==> src/design/ftc_pkg.sv <==
// shared constants and types of the frequency translation control block
package ftc_pkg;
    // ------------------------------------------------------------
    // register byte offsets
    // ------------------------------------------------------------
    localparam logic [7:0] OFF_CTRL = 8'h00;
    localparam logic [7:0] OFF_BW = 8'h04;
    localparam logic [7:0] OFF_STATUS = 8'h08;
    localparam logic [7:0] OFF_INT0 = 8'h10;
    localparam logic [7:0] OFF_FRAC_N0 = 8'h30;
    localparam logic [7:0] OFF_FRAC_F0 = 8'h38;
    // ------------------------------------------------------------
    // control fields and codes
    // ------------------------------------------------------------
    localparam int CTRL_SYNTH = 0;
    localparam int CTRL_STATE = 1;
    localparam int CTRL_ACQ = 3;
    localparam int CTRL_POLICY = 4;
    localparam int CTRL_SLOPE = 5;
    localparam int CTRL_LOOPBACK = 7;
    localparam logic [1:0] STATE_FREERUN = 2'h1;
    localparam int BW_LOCK = 0;
    localparam int BW_ACQ = 4;
    localparam logic [3:0] BW_MAX = 4'h8;
    localparam logic [3:0] BW_SYNTH = 4'h9;
    localparam logic [2:0] SRC_PLL = 3'h0;
    localparam logic [2:0] SRC_XTAL = 3'h5;
    localparam int INT_S1 = 0;
    localparam int INT_SRC = 4;
    localparam int INT_HALF = 16;
    localparam int NUM_INT = 6;
    // ------------------------------------------------------------
    // reset values, fractional N limits and response codes
    // ------------------------------------------------------------
    localparam logic [31:0] CTRL_RST = 32'h0000_0000;
    localparam logic [31:0] BW_RST = 32'h0000_0000;
    localparam logic [31:0] INT_RST = 32'h0000_0000;
    localparam logic [17:0] FRAC_N_RST = 18'h00004;
    localparam logic [17:0] FRAC_N_MIN = 18'h00004;
    localparam logic [17:0] FRAC_N_INT = 18'h00003;
    localparam logic [1:0] RESP_OKAY = 2'h0;
    localparam logic [1:0] RESP_SLVERR = 2'h2;

    typedef struct packed {
        logic [15:0] half;
        logic [2:0] src;
        logic [1:0] s1;
    } ftc_int_cfg_type;

    typedef struct packed {
        logic [17:0] n;
        logic [27:0] f;
    } ftc_frac_cfg_type;

    typedef struct packed {
        logic rise;
        logic lvl;
        logic [2:0] c1;
        logic [15:0] c2;
    } ftc_int_st_type;

    typedef struct packed {
        logic rise;
        logic lvl;
        logic [18:0] cnt;
        logic [18:0] len;
        logic [27:0] acc;
    } ftc_frac_st_type;

    typedef enum logic [1:0] {
        PH_IDLE = 2'b01,
        PH_SLEW = 2'b10
    } ftc_phase_type;
endpackage : ftc_pkg

==> src/design/ftc_core.sv <==
// frequency translation control: bandwidth, output dividers, switchover phase
// Function
// - synth-only with free-run state runs from crystal, needs no reference
// - synthesizer-only operation in free-run state forces the fixed wide loop bandwidth
// - otherwise bandwidth is one of nine doubling steps, 1.40625 Hz to 360 Hz
// - acquisition choice used until lock when enabled, then locked choice
// - acquisition disabled means locked choice always applies
// - eight output dividers, six integer and two fractional
// - integer divider is two cascaded stages, first divides by 4, 5 or 6
// - second stage bypassed or any even ratio 2 to 131,070
// - flexible outputs may bypass first stage for non-PLL sources
// - fractional divider divides by 2 x N.F, N 4 to 2^18-1, 28-bit F
// - fractional N of three allowed only with zero fraction
// - first four outputs always clocked from the PLL
// - flexible dividers pick PLL, a fractional output, a reference or crystal
// - switchover and holdover edges use slope limiting or hitless per policy bit
// - hitless policy keeps output phase unchanged across those events
// - slope limiting moves phase toward new condition at programmed rate
// - path delay may step once on switchover, holdover edge or reconfiguration
//
// Our own choices: the AXI4-Lite register port and the register offsets.
`timescale 1ns/1ps
module ftc_core
    import ftc_pkg::*;
(
    input wire logic aclk,
    input wire logic aresetn,
    input wire logic [7:0] s_axi_awaddr,
    input wire logic s_axi_awvalid,
    output logic s_axi_awready,
    input wire logic [31:0] s_axi_wdata,
    input wire logic [3:0] s_axi_wstrb,
    input wire logic s_axi_wvalid,
    output logic s_axi_wready,
    output logic [1:0] s_axi_bresp,
    output logic s_axi_bvalid,
    input wire logic s_axi_bready,
    input wire logic [7:0] s_axi_araddr,
    input wire logic s_axi_arvalid,
    output logic s_axi_arready,
    output logic [31:0] s_axi_rdata,
    output logic [1:0] s_axi_rresp,
    output logic s_axi_rvalid,
    input wire logic s_axi_rready,
    input wire logic ref_input_a,
    input wire logic ref_input_b,
    input wire logic crystal_in,
    input wire logic pll_locked,
    input wire logic holdover_active,
    input wire logic active_ref,
    input wire logic phase_settled,
    output logic [7:0] out_clk,
    output logic [3:0] loop_bw_sel,
    output logic ref_required,
    output logic phase_hold,
    output logic slew_active,
    output logic [1:0] slew_rate,
    output logic static_path_delay
);
    // ------------------------------------------------------------
    // helpers
    // ------------------------------------------------------------
    function automatic logic [31:0] ftc_merge(input logic [31:0] old, input logic [31:0] d,
        input logic [3:0] be);
        logic [31:0] r;
        r = old;
        for (int b = 0; b < 4; b++) begin
            if (be[b]) begin
                r[b*8 +: 8] = d[b*8 +: 8];
            end
        end
        return r;
    endfunction : ftc_merge

    function automatic logic [3:0] ftc_bw_clamp(input logic [3:0] c);
        return (c > BW_MAX) ? BW_MAX : c;
    endfunction : ftc_bw_clamp

    function automatic logic [2:0] ftc_s1_ratio(input logic [1:0] sel, input logic byp_ok);
        unique case (sel)
            2'h0: return 3'h4;
            2'h1: return 3'h5;
            2'h2: return 3'h6;
            default: return byp_ok ? 3'h1 : 3'h4;
        endcase
    endfunction : ftc_s1_ratio

    function automatic ftc_int_st_type ftc_int_step(input ftc_int_st_type s,
        input ftc_int_cfg_type c, input logic flex);
        ftc_int_st_type n;
        logic [2:0] d1;
        logic p1;
        n = s;
        d1 = ftc_s1_ratio(c.s1, flex && (c.src != SRC_PLL));
        p1 = (s.c1 == d1 - 3'h1);
        n.c1 = p1 ? 3'h0 : s.c1 + 3'h1;
        if (c.half == 16'h0) begin
            n.lvl = (d1 == 3'h1) ? ~s.lvl : (n.c1 < (d1 >> 1));
        end else if (p1) begin
            // toggles every half pulses: even ratio
            if (s.c2 == c.half - 16'h1) begin
                n.c2 = 16'h0;
                n.lvl = ~s.lvl;
            end else begin
                n.c2 = s.c2 + 16'h1;
            end
        end
        n.rise = n.lvl & ~s.lvl;
        return n;
    endfunction : ftc_int_step

    function automatic ftc_frac_st_type ftc_frac_step(input ftc_frac_st_type s,
        input ftc_frac_cfg_type c);
        ftc_frac_st_type n;
        logic [28:0] sum;
        n = s;
        sum = {1'b0, s.acc} + {1'b0, c.f};
        if (s.cnt >= s.len - 19'h1) begin
            n.cnt = 19'h0;
            n.lvl = ~s.lvl;
            n.acc = sum[27:0];
            n.len = {1'b0, c.n} + {18'h0, sum[28]};
        end else begin
            n.cnt = s.cnt + 19'h1;
        end
        n.rise = n.lvl & ~s.lvl;
        return n;
    endfunction : ftc_frac_step

    function automatic logic ftc_frac_ok(input ftc_frac_cfg_type c);
        return (c.n >= FRAC_N_MIN) || (c.n == FRAC_N_INT && c.f == 28'h0);
    endfunction : ftc_frac_ok

    // ------------------------------------------------------------
    // input synchronisers
    // ------------------------------------------------------------
    logic [6:0] pin_raw;
    logic [6:0] sync1;
    logic [6:0] sync2;
    logic [6:0] sync3;
    logic [6:0] filt;
    logic [6:0] filt_d;
    assign pin_raw = {phase_settled, active_ref, holdover_active, pll_locked,
                      crystal_in, ref_input_b, ref_input_a};

    always_ff @(posedge aclk) begin
        if (!aresetn) begin
            sync1 <= 7'h00;
            sync2 <= 7'h00;
            sync3 <= 7'h00;
            filt <= 7'h00;
            filt_d <= 7'h00;
        end else begin
            sync1 <= pin_raw;
            sync2 <= sync1;
            sync3 <= sync2;
            // a change counts once the last two stages agree
            filt <= (sync3 & ~(sync2 ^ sync3)) | (filt & (sync2 ^ sync3));
            filt_d <= filt;
        end
    end

    // ------------------------------------------------------------
    // register file and axi4-lite slave
    // ------------------------------------------------------------
    logic [31:0] ctrl;
    logic [31:0] bw;
    logic [31:0] int_reg [NUM_INT];
    logic [31:0] frac_n_reg [2];
    logic [31:0] frac_f_reg [2];
    logic [31:0] status;
    logic wr_go;
    logic wr_hit;
    logic rd_hit;
    logic [31:0] rd_val;
    logic cfg_write;
    ftc_frac_cfg_type frac_cfg [2];
    logic frac_err [2];

    assign s_axi_awready = s_axi_awvalid && s_axi_wvalid && !s_axi_bvalid;
    assign s_axi_wready = s_axi_awready;
    assign s_axi_arready = !s_axi_rvalid;
    assign wr_go = s_axi_awready;

    always_comb begin
        unique case (s_axi_awaddr[7:2])
            OFF_CTRL[7:2], OFF_BW[7:2]: wr_hit = 1'b1;
            default: wr_hit = (s_axi_awaddr >= OFF_INT0 && s_axi_awaddr < OFF_INT0 + 8'h18) ||
                              (s_axi_awaddr >= OFF_FRAC_N0 && s_axi_awaddr < OFF_FRAC_N0 + 8'h10);
        endcase
    end

    always_ff @(posedge aclk) begin
        if (!aresetn) begin
            ctrl <= CTRL_RST;
            bw <= BW_RST;
            for (int i = 0; i < NUM_INT; i++) begin
                int_reg[i] <= INT_RST;
            end
            for (int i = 0; i < 2; i++) begin
                frac_n_reg[i] <= {14'h0, FRAC_N_RST};
                frac_f_reg[i] <= 32'h0000_0000;
            end
        end else if (wr_go && wr_hit) begin
            if (s_axi_awaddr[7:2] == OFF_CTRL[7:2]) begin
                ctrl <= ftc_merge(ctrl, s_axi_wdata, s_axi_wstrb) & 32'h0000_00ff;
            end
            if (s_axi_awaddr[7:2] == OFF_BW[7:2]) begin
                bw <= ftc_merge(bw, s_axi_wdata, s_axi_wstrb) & 32'h0000_00ff;
            end
            for (int i = 0; i < NUM_INT; i++) begin
                if (s_axi_awaddr[7:2] == OFF_INT0[7:2] + 6'(i)) begin
                    int_reg[i] <= ftc_merge(int_reg[i], s_axi_wdata, s_axi_wstrb) &
                                  32'hffff_0073;
                end
            end
            for (int i = 0; i < 2; i++) begin
                if (s_axi_awaddr[7:2] == OFF_FRAC_N0[7:2] + 6'(i)) begin
                    frac_n_reg[i] <= ftc_merge(frac_n_reg[i], s_axi_wdata, s_axi_wstrb) &
                                     32'h0003_ffff;
                end
                if (s_axi_awaddr[7:2] == OFF_FRAC_F0[7:2] + 6'(i)) begin
                    frac_f_reg[i] <= ftc_merge(frac_f_reg[i], s_axi_wdata, s_axi_wstrb) &
                                     32'h0fff_ffff;
                end
            end
        end
    end

    assign cfg_write = wr_go && wr_hit && (s_axi_awaddr >= OFF_INT0);

    always_ff @(posedge aclk) begin
        if (!aresetn) begin
            s_axi_bvalid <= 1'b0;
            s_axi_bresp <= RESP_OKAY;
        end else if (wr_go) begin
            s_axi_bvalid <= 1'b1;
            s_axi_bresp <= wr_hit ? RESP_OKAY : RESP_SLVERR;
        end else if (s_axi_bready) begin
            s_axi_bvalid <= 1'b0;
        end
    end

    always_comb begin
        rd_hit = 1'b1;
        rd_val = 32'h0000_0000;
        if (s_axi_araddr[7:2] == OFF_CTRL[7:2]) begin
            rd_val = ctrl;
        end else if (s_axi_araddr[7:2] == OFF_BW[7:2]) begin
            rd_val = bw;
        end else if (s_axi_araddr[7:2] == OFF_STATUS[7:2]) begin
            rd_val = status;
        end else if (s_axi_araddr >= OFF_INT0 && s_axi_araddr < OFF_INT0 + 8'h18) begin
            rd_val = int_reg[3'(s_axi_araddr[7:2] - OFF_INT0[7:2])];
        end else if (s_axi_araddr >= OFF_FRAC_N0 && s_axi_araddr < OFF_FRAC_F0) begin
            rd_val = frac_n_reg[s_axi_araddr[2]];
        end else if (s_axi_araddr >= OFF_FRAC_F0 && s_axi_araddr < OFF_FRAC_F0 + 8'h08) begin
            rd_val = frac_f_reg[s_axi_araddr[2]];
        end else begin
            rd_hit = 1'b0;
        end
    end

    always_ff @(posedge aclk) begin
        if (!aresetn) begin
            s_axi_rvalid <= 1'b0;
            s_axi_rdata <= 32'h0000_0000;
            s_axi_rresp <= RESP_OKAY;
        end else if (s_axi_arvalid && s_axi_arready) begin
            s_axi_rvalid <= 1'b1;
            s_axi_rdata <= rd_val;
            s_axi_rresp <= rd_hit ? RESP_OKAY : RESP_SLVERR;
        end else if (s_axi_rready) begin
            s_axi_rvalid <= 1'b0;
        end
    end

    // ------------------------------------------------------------
    // operating mode and loop bandwidth
    // ------------------------------------------------------------
    logic synth_active;
    logic [3:0] next_bw;
    assign synth_active = ctrl[CTRL_SYNTH] && (ctrl[CTRL_STATE +: 2] == STATE_FREERUN);

    always_comb begin
        if (synth_active) begin
            next_bw = BW_SYNTH;
        end else if (ctrl[CTRL_ACQ] && !filt[3]) begin
            next_bw = ftc_bw_clamp(bw[BW_ACQ +: 4]);
        end else begin
            next_bw = ftc_bw_clamp(bw[BW_LOCK +: 4]);
        end
    end

    always_ff @(posedge aclk) begin
        if (!aresetn) begin
            loop_bw_sel <= BW_MAX;
            ref_required <= 1'b1;
        end else begin
            loop_bw_sel <= next_bw;
            ref_required <= !synth_active;
        end
    end

    // ------------------------------------------------------------
    // fractional dividers, always fed by the pll
    // ------------------------------------------------------------
    ftc_frac_cfg_type frac_act [2];
    ftc_frac_st_type frac_st [2];
    ftc_frac_st_type next_frac [2];

    always_comb begin
        for (int i = 0; i < 2; i++) begin
            frac_cfg[i] = '{n: frac_n_reg[i][17:0], f: frac_f_reg[i][27:0]};
            frac_err[i] = !ftc_frac_ok(frac_cfg[i]);
            next_frac[i] = ftc_frac_step(frac_st[i], frac_act[i]);
        end
    end

    // a rejected setting is kept off the divider; the old ratio keeps running
    always_ff @(posedge aclk) begin
        if (!aresetn) begin
            for (int i = 0; i < 2; i++) begin
                frac_act[i] <= '{n: FRAC_N_RST, f: 28'h0};
                frac_st[i] <= '{rise: 1'b0, lvl: 1'b0, cnt: 19'h0,
                                len: {1'b0, FRAC_N_RST}, acc: 28'h0};
            end
        end else begin
            for (int i = 0; i < 2; i++) begin
                frac_st[i] <= next_frac[i];
                if (next_frac[i].rise && !frac_err[i]) begin
                    frac_act[i] <= frac_cfg[i];
                end
            end
        end
    end

    // ------------------------------------------------------------
    // integer dividers
    // ------------------------------------------------------------
    logic [5:0] ticks;
    ftc_int_cfg_type int_act [NUM_INT];
    ftc_int_st_type int_st [NUM_INT];
    ftc_int_st_type next_int [NUM_INT];
    logic [NUM_INT-1:0] int_tick;

    // source index: pll, fractional a, fractional b, reference a, reference b, crystal
    assign ticks = {filt[2] & ~filt_d[2], filt[1] & ~filt_d[1], filt[0] & ~filt_d[0],
                    frac_st[1].rise, frac_st[0].rise, 1'b1};

    always_comb begin
        for (int i = 0; i < NUM_INT; i++) begin
            // only the four flexible dividers may leave the pll
            int_tick[i] = (i < 2 || int_act[i].src > SRC_XTAL) ? 1'b1
                          : ticks[int_act[i].src];
            next_int[i] = int_tick[i] ? ftc_int_step(int_st[i], int_act[i], i >= 2) :
                ftc_int_st_type'{rise: 1'b0, lvl: int_st[i].lvl,
                    c1: int_st[i].c1, c2: int_st[i].c2};
        end
    end

    // a stalled source also stalls the pending ratio update until it runs again
    always_ff @(posedge aclk) begin
        if (!aresetn) begin
            for (int i = 0; i < NUM_INT; i++) begin
                int_act[i] <= ftc_int_cfg_type'(INT_RST[20:0]);
                int_st[i] <= '{rise: 1'b0, lvl: 1'b0, c1: 3'h0, c2: 16'h0};
            end
        end else begin
            for (int i = 0; i < NUM_INT; i++) begin
                int_st[i] <= next_int[i];
                if (next_int[i].rise) begin
                    int_act[i] <= '{half: int_reg[i][INT_HALF +: 16],
                                    src: int_reg[i][INT_SRC +: 3],
                                    s1: int_reg[i][INT_S1 +: 2]};
                end
            end
        end
    end

    always_ff @(posedge aclk) begin
        if (!aresetn) begin
            out_clk <= 8'h00;
        end else begin
            out_clk <= {next_int[5].lvl, next_int[4].lvl, next_int[3].lvl, next_int[2].lvl,
                        next_frac[1].lvl, next_frac[0].lvl,
                        next_int[1].lvl, next_int[0].lvl};
        end
    end

    // ------------------------------------------------------------
    // output phase policy on switchover and holdover
    // ------------------------------------------------------------
    ftc_phase_type ph_state;
    ftc_phase_type next_ph;
    logic ph_event;
    logic hitless;
    assign ph_event = (filt[4] ^ filt_d[4]) | (filt[5] ^ filt_d[5]);
    assign hitless = ctrl[CTRL_POLICY];

    always_comb begin
        next_ph = ph_state;
        unique case (ph_state)
            PH_IDLE: begin
                if (ph_event && !hitless) begin
                    next_ph = PH_SLEW;
                end
            end
            PH_SLEW: begin
                // a fresh slope-limited event while slewing wins over settling
                if (filt[6] && !(ph_event && !hitless)) begin
                    next_ph = PH_IDLE;
                end
            end
            default: next_ph = PH_IDLE;
        endcase
    end

    always_ff @(posedge aclk) begin
        if (!aresetn) begin
            ph_state <= PH_IDLE;
            phase_hold <= 1'b0;
            slew_active <= 1'b0;
            slew_rate <= 2'h0;
            static_path_delay <= 1'b0;
        end else begin
            ph_state <= next_ph;
            phase_hold <= ph_event && hitless;
            slew_active <= (next_ph == PH_SLEW);
            slew_rate <= ctrl[CTRL_SLOPE +: 2];
            static_path_delay <= ph_event || cfg_write;
        end
    end

    // ------------------------------------------------------------
    // status word
    // ------------------------------------------------------------
    assign status = {20'h0, loop_bw_sel, 1'b0, frac_err[1], frac_err[0],
                     hitless && ctrl[CTRL_LOOPBACK],
                     slew_active, filt[4], filt[3], synth_active};
endmodule : ftc_core

==> config.mk <==
export PLATFORM = sky130hd
export DESIGN_NAME = ftc_core
export DESIGN_NICKNAME = d
export VERILOG_FILES = /design/src/design/ftc_pkg.sv /design/src/design/ftc_core.sv
export SDC_FILE = /design/constraint.sdc
export NUM_CORES = 2
export LEC_CHECK = 0
export BUFFER_PORTS_ARGS = -buffer_cell sky130_fd_sc_hd__buf_2
export CORE_UTILIZATION = 25
export DETAILED_ROUTE_END_ITERATION = 8
export PLACE_DENSITY_LB_ADDON = 0.25
export RECOVER_POWER = 50
export SYNTH_ARGS = -nofsm -noshare
export SYNTH_HDL_FRONTEND = slang
export SYNTH_SLANG_ARGS = --single-unit
export TNS_END_PERCENT = 5
==> constraint.sdc <==
create_clock -name aclk -period 7.4 [get_ports aclk]
set_clock_uncertainty 0.15 [all_clocks]
set_input_delay 0.74 -clock aclk [delete_from_list [all_inputs] [get_ports aclk]]
set_output_delay 0.74 -clock aclk [all_outputs]
set_load 0.01 [all_outputs]
Word level (Yosys, flattened, before mapping)
Memory sizes are Yosys's and may differ from the RTL's.
Index checks and enable logic that the tools add are counted.
Widths: inputs -> output; s select.
{"block": "op_classes", "n_eq_ne": 49, "muxes": 326, "addsub": 33, "order_cmp": 30, "n_reduce_logical": 56, "n_bitwise": 57}
{"op": "$mux 8", "n": 88}
{"op": "$mux 21", "n": 22}
{"op": "$mux 16", "n": 18}
{"op": "$mux 32", "n": 6}
{"op": "$mux 7", "n": 24}
{"op": "$mux 68", "n": 2}
{"op": "$mux 1", "n": 112}
{"op": "$add 16x1->16 const B", "n": 6}
{"op": "$eq 16x16->1", "n": 6}
{"op": "$logic_not 16->1", "n": 6}
{"op": "$sub 16x1->16 const B", "n": 6}
{"op": "$mux 47", "n": 2}
{"op": "$mux 46", "n": 2}
{"op": "$add 28x28->29", "n": 2}
{"op": "$logic_not 28->1", "n": 2}
{"op": "$mux 28", "n": 2}
{"op": "$mux 4", "n": 11}
{"op": "$add 18x1->19", "n": 2}
{"op": "$add 19x1->19 const B", "n": 2}
{"op": "$ge 19x19->1", "n": 2}
{"op": "$mux 19", "n": 2}
{"op": "$sub 19x1->19 const B", "n": 2}
{"op": "$eq 18x2->1 const B", "n": 2}
{"op": "$eq 6x4->1 const B", "n": 6}
{"op": "other kinds (42)", "n": 216}
{"block": "totals", "n_memories": 7, "regBits": 108, "out_inout_bits": 59, "input_bits": 66, "ram_bits": 698, "wordCells": 579}
{"memory": "frac_st", "words": 2, "width": 68, "rd": 2, "rd_clocked_by_memory_dff": 0, "write_ports": 2, "line": "ftc_core.sv:309", "source": "ftc_frac_st_type frac_st [2];"}
{"memory": "int_act", "words": 6, "width": 21, "rd": 6, "rd_clocked_by_memory_dff": 0, "write_ports": 6, "line": "ftc_core.sv:342", "source": "ftc_int_cfg_type int_act [NUM_INT];"}
{"memory": "int_reg", "words": 6, "width": 21, "rd": 7, "rd_clocked_by_memory_dff": 0, "write_ports": 6, "line": "ftc_core.sv:168", "source": "logic [31:0] int_reg [NUM_INT];"}
{"memory": "int_st", "words": 6, "width": 21, "rd": 6, "rd_clocked_by_memory_dff": 0, "write_ports": 6, "line": "ftc_core.sv:343", "source": "ftc_int_st_type int_st [NUM_INT];"}
{"memory": "frac_act", "words": 2, "width": 46, "rd": 2, "rd_clocked_by_memory_dff": 0, "write_ports": 2, "line": "ftc_core.sv:308", "source": "ftc_frac_cfg_type frac_act [2];"}
{"memory": "frac_f_reg", "words": 2, "width": 28, "rd": 3, "rd_clocked_by_memory_dff": 0, "write_ports": 2, "line": "ftc_core.sv:170", "source": "logic [31:0] frac_f_reg [2];"}
{"memory": "1 more memories"}

Logic depth before layout (Yosys ltp)
An unclocked memory read counts as a cell.
{"block": "logic_depth", "depth_word": 16, "ltp_mapped": 23, "mapped_depth_nobuf": 20}

Worst setup path after synthesis
Ideal clock, no wire load.
{"block": "synth_path", "path_kind": "register to register", "start": "memory frac_st[0][98] (netlist name)", "end": "memory frac_act[0][46] (netlist name), enable pin", "required_ps": 6846, "stages_incl_launch_ff": 20, "arrival_ps": 4881, "path_slack_ps": 1964, "setup_ps": 404, "cell_sequence": "dfxtp_1 or4_1 or4_1 clkbuf_1 nor3_1 xnor2_1 ha_1 nand2_1 a31oi_1 o21ai_0 a2111oi_0 o2111ai_1 and3_1 clkbuf_1 inv_2 buf_1 ha_1 and2_1 nand2_1 nand2_1"}
{"item": "start, declared", "line": "ftc_core.sv:309"}
{"item": "end, declared", "line": "ftc_core.sv:308"}

==> impl_metrics.prom <==
# TYPE chip_impl_metric gauge
chip_impl_info{name="run_status",value="finished with violations"} 1
chip_impl_info{name="violations",value="capacitance limit, slew limit"} 1
chip_impl_metric{name="syn-cell-area",unit="mm^2"} 0.0411
chip_impl_metric{name="min_period_over_period",unit="%"} 77.6
chip_impl_metric{name="cts_hold_buf",unit=""} 0
chip_impl_metric{name="antenna_found_initial",unit=""} 34
chip_impl_metric{name="net-switching-power",unit="mW"} 3.79
chip_impl_metric{name="placement.cell_area",unit="mm^2"} 0.0441
chip_impl_metric{name="sw_frac_of_total",unit="%"} 30.1
chip_impl_metric{name="die_area",unit="mm^2"} 0.166
chip_impl_metric{name="hold_viol",unit=""} 0
chip_impl_info{name="synth_top_cell_by_area",value="sky130_fd_sc_hd__edfxtp_1"} 1
chip_impl_metric{name="yosys_register_bits",unit=""} 783
chip_impl_info{name="cts-root-buf",value="sky130_fd_sc_hd__clkbuf_16"} 1
chip_impl_metric{name="cts_buffer_depth",unit=""} 3
chip_impl_metric{name="clock_insertion_delay_worst_skew",unit="ns"} 0.70
chip_impl_metric{name="drive_gt1_share",unit="%"} 7.64
chip_impl_metric{name="synth_compound_area_share",unit="%"} 9.67
chip_impl_metric{name="cts_buffer_count",unit=""} 92
chip_impl_metric{name="grt_max_degree",unit=""} 93
chip_impl_metric{name="worstPathArrival",unit="ns"} 6.12
chip_impl_info{name="synth_area_leaders",value="sky130_fd_sc_hd__edfxtp_1 31%, sky130_fd_sc_hd__dfxtp_1 17%, sky130_fd_sc_hd__ha_1 4.6%"} 1
chip_impl_metric{name="fin_max_slew_vios",unit=""} 343
chip_impl_metric{name="use_met3",unit="%"} 2.64
chip_impl_metric{name="dp.final_hpwl",unit="mm"} 92.7
chip_impl_metric{name="p_leak",unit="nW"} 16.7
chip_impl_metric{name="via_count_of_the_first_global_routing_pass",unit=""} 29100
chip_impl_metric{name="cts_setup_buffers",unit=""} 0
chip_impl_metric{name="synth-edff-count",unit=""} 430
chip_impl_metric{name="synth_top_area_share",unit="%"} 31.4
chip_impl_metric{name="firstDrtPassIters",unit=""} 9
chip_impl_metric{name="crit_required",unit="ns"} 7.78
chip_impl_metric{name="syn-instance-count",unit=""} 4041
chip_impl_info{name="top_usage_layer",value="met2"} 1
chip_impl_info{name="worstPathCellList",value="clkbuf_1 > inv_8 > clkbuf_1 > clkbuf_1 > or3_1"} 1
chip_impl_info{name="synth_most_common_cell",value="sky130_fd_sc_hd__nor2_1"} 1
chip_impl_metric{name="max_slew.worst_pin.slew",unit="ns"} 2.84
chip_impl_metric{name="via_per_inst",unit=""} 4.74
chip_impl_metric{name="critPathMaxFanout",unit=""} 56
chip_impl_metric{name="grt_overflow_total",unit=""} 0
chip_impl_metric{name="via_count",unit=""} 30300
chip_impl_metric{name="drt-total-wl",unit="mm"} 124
chip_impl_info{name="cts_tree",value="yes"} 1
chip_impl_metric{name="gp_congestion",unit=""} 0.829
chip_impl_metric{name="postRouteAntennaNets",unit=""} 0
chip_impl_metric{name="internal-power",unit="mW"} 8.79
chip_impl_info{name="synth_top_family_by_area",value="simple AND/OR/NAND/NOR gates"} 1
chip_impl_info{name="grt_setup_unrepaired",value="false"} 1
chip_impl_metric{name="yosysUniqueCellTypes",unit=""} 91
chip_impl_metric{name="number_of_placement_rows",unit=""} 148
chip_impl_metric{name="total_routing_usage_reported_by_global_routing",unit="%"} 14.6
chip_impl_metric{name="largest_register_ffs",unit=""} 134
chip_impl_metric{name="synth.area.mux_share",unit="%"} 4.57
chip_impl_metric{name="yosys_warnings",unit=""} 0
chip_impl_metric{name="vdd.ir_drop.worst",unit="V"} 0.000196
chip_impl_metric{name="gr-usage-met1",unit="%"} 20.0
chip_impl_metric{name="cts-resized-gates",unit=""} 0
chip_impl_metric{name="final.fill_count",unit=""} 17300
chip_impl_metric{name="starting_utilization_of_the_core_area",unit="%"} 25.2
chip_impl_metric{name="die_w",unit="um"} 407
chip_impl_metric{name="setup-tns-final",unit="ns"} 0
chip_impl_metric{name="port_buffers",unit=""} 118
chip_impl_metric{name="detail_route.wl_per_cell",unit="um"} 19.4
chip_impl_metric{name="number_of_max_cap_violations",unit=""} 8
chip_impl_info{name="cp-end-kind",value="flop"} 1
chip_impl_info{name="worstSetupPathType",value="in2reg"} 1
chip_impl_metric{name="boundaryPins",unit=""} 125
chip_impl_metric{name="maxSlewHeadroom",unit="%"} -89.1
chip_impl_metric{name="synth_xor_xnor_area_share",unit="%"} 7.27
chip_impl_metric{name="powerDensity",unit="mW/mm^2"} 268
chip_impl_metric{name="worst_setup_hold_path_clk_slew",unit="ns"} 0.06
chip_impl_metric{name="syn_to_final_growth",unit="%"} 14.4
chip_impl_metric{name="fp.coreArea",unit="mm^2"} 0.163
chip_impl_metric{name="synthArstFlopShare",unit="%"} 0
chip_impl_metric{name="nNetsFinal",unit=""} 4355
chip_impl_metric{name="grt_first_pass_wirelength",unit="mm"} 185
chip_impl_metric{name="synth_simple_gate_area_share",unit="%"} 22.3
chip_impl_metric{name="yosysSeqAreaShare",unit="%"} 48.7
chip_impl_info{name="slowest_stage",value="sky130_fd_sc_hd__clkbuf_1"} 1
chip_impl_metric{name="synthAdderAreaFrac",unit="%"} 4.67
chip_impl_metric{name="critPathMaxStageDelay",unit="ns"} 2.09
chip_impl_info{name="hold_wc_path_type",value="in2reg"} 1
chip_impl_metric{name="htree_levels",unit=""} 3
chip_impl_metric{name="die-height",unit="um"} 407
chip_impl_metric{name="fmax",unit="MHz"} 174
chip_impl_metric{name="finalInstanceArea",unit="mm^2"} 0.0470
chip_impl_metric{name="grtUsageMet2",unit="%"} 23.5
chip_impl_info{name="start_kind",value="primary input"} 1
chip_impl_info{name="cell_type_with_the_highest_occurrence_count_on_the_critical_path",value="sky130_fd_sc_hd__clkbuf_1"} 1
chip_impl_metric{name="drcViolationCount",unit=""} 0
chip_impl_metric{name="power.sequential.fraction",unit="%"} 43.2
chip_impl_metric{name="drt_first_iter_violations",unit=""} 2061
chip_impl_metric{name="setup_viol",unit=""} 0
chip_impl_metric{name="comb_power_share",unit="%"} 19.6
chip_impl_metric{name="cts_sinks",unit=""} 783
chip_impl_metric{name="finalWorstPathRequiredPeriod",unit="ns"} 5.74
chip_impl_metric{name="post_synth.cell_area_avg",unit="um^2"} 10.2
chip_impl_info{name="post_synth_most_frequent_cells",value="453 x sky130_fd_sc_hd__nor2_1, 430 x sky130_fd_sc_hd__edfxtp_1, 353 x sky130_fd_sc_hd__dfxtp_1, 251 x sky130_fd_sc_hd__and2_1, 238 x sky130_fd_sc_hd__nand2_1"} 1
chip_impl_info{name="synth_ff_type",value="sky130_fd_sc_hd__edfxtp_1"} 1
chip_impl_metric{name="share_clk_of_total_power",unit="%"} 37.2
## power by group through the flow
stage / combinational [mW] / sequential [mW] / clock (mW)
floorplan: 1.91 / 5.36 / 0
global placement: 2.47 / 5.53 / 0
detailed placement: 2.49 / 5.53 / 0
CTS: 2.51 / 5.44 / 4.83
global route: 2.78 / 5.48 / 4.99
finish: 2.46 / 5.43 / 4.69
## kinds of logic after synthesis
| group | count (synthesis) |
|---|---|
| DFF | 783 |
| muxes | 142 |
| AOI/OAI and AO/OA | 616 |
| buffers and inverters | 290 |
| adders and majority gates | 152 |
| xor gates and xnor gates | 341 |
| and+or+nand+nor | 1716 |
| other | 1 |
## per-stage QoR
step	hold WS, ns	setup WS, ns	utilization [%]	power [mW]	instances
3_3_place_gp	0.278	1.89	27.1	8.00	6218
6_report	0.0734	1.66	28.8	12.6	6394
5_1_grt	0.0605	1.16	28.8	13.2	6391
2_1_floorplan	0.262	1.96	-	7.27	4042
4_1_cts	0.0131	1.92	29.0	12.8	6389
3_5_place_dp	0.276	1.95	27.1	8.02	6218
## final timing paths
path	to	cells past startpoint	slack [ns]	from
setup reg to reg	frac_act[0][89]$_SDFFCE_PN0P_	16	1.98	frac_st[0][98]$_SDFFE_PN1N_
hold reg to reg	sync2[5]$_SDFF_PN0_	1	0.29	sync1[5]$_SDFF_PN0_
setup / recovery	frac_n_reg[0][2]$_SDFFCE_PP1P_	5	1.66	aresetn
hold / removal	s_axi_rvalid$_SDFFE_PN0P_	2	0.07	s_axi_rready
## critical path, delay by kind of cell
family | cells | cell delay, ns
AND/OR/NAND/NOR | 1 | 0.32
buffers and inverters | 4 | 4.97
## cell usage in the layout (no fill, tap or decap), types with 108 or more instances in the layout
cell type,synthesis,layout
sky130_fd_sc_hd__nand2_1,238,235
sky130_fd_sc_hd__a21oi_1,164,164
sky130_fd_sc_hd__o21ai_0,133,129
sky130_fd_sc_hd__xor2_1,131,131
sky130_fd_sc_hd__and2_1,251,163
sky130_fd_sc_hd__nor2b_1,126,126
sky130_fd_sc_hd__xnor2_1,210,210
sky130_fd_sc_hd__inv_1,127,127
sky130_fd_sc_hd__nand3_1,110,110
sky130_fd_sc_hd__dfxtp_1,353,353
sky130_fd_sc_hd__clkbuf_1,128,108
sky130_fd_sc_hd__edfxtp_1,430,430
sky130_fd_sc_hd__nor2_1,453,453
sky130_fd_sc_hd__ha_1,150,150
## metal layers
| metal | vias up | wire (um) |
|---|---|---|
| li1 | 14800 | - |
| met1 | 14600 | 58100 |
| met2 | 655 | 56400 |
| met3 | 200 | 6710 |
| met4 | 16 | 2770 |
| met5 | - | 92 |
## cell type report
class	count	area, um^2	share of cell area [%]
sequential	783	20000	42.5
multi-input combinational	2969	20000	42.5
tap	2175	2720	5.79
clock buffer	120	2490	5.30
timing repair buffer	162	754	1.61
clock inverter	51	586	1.25
inverter	129	492	1.05
antenna	5	12.5	0.0266
Note: power is estimated with default switching activity, not from simulation.
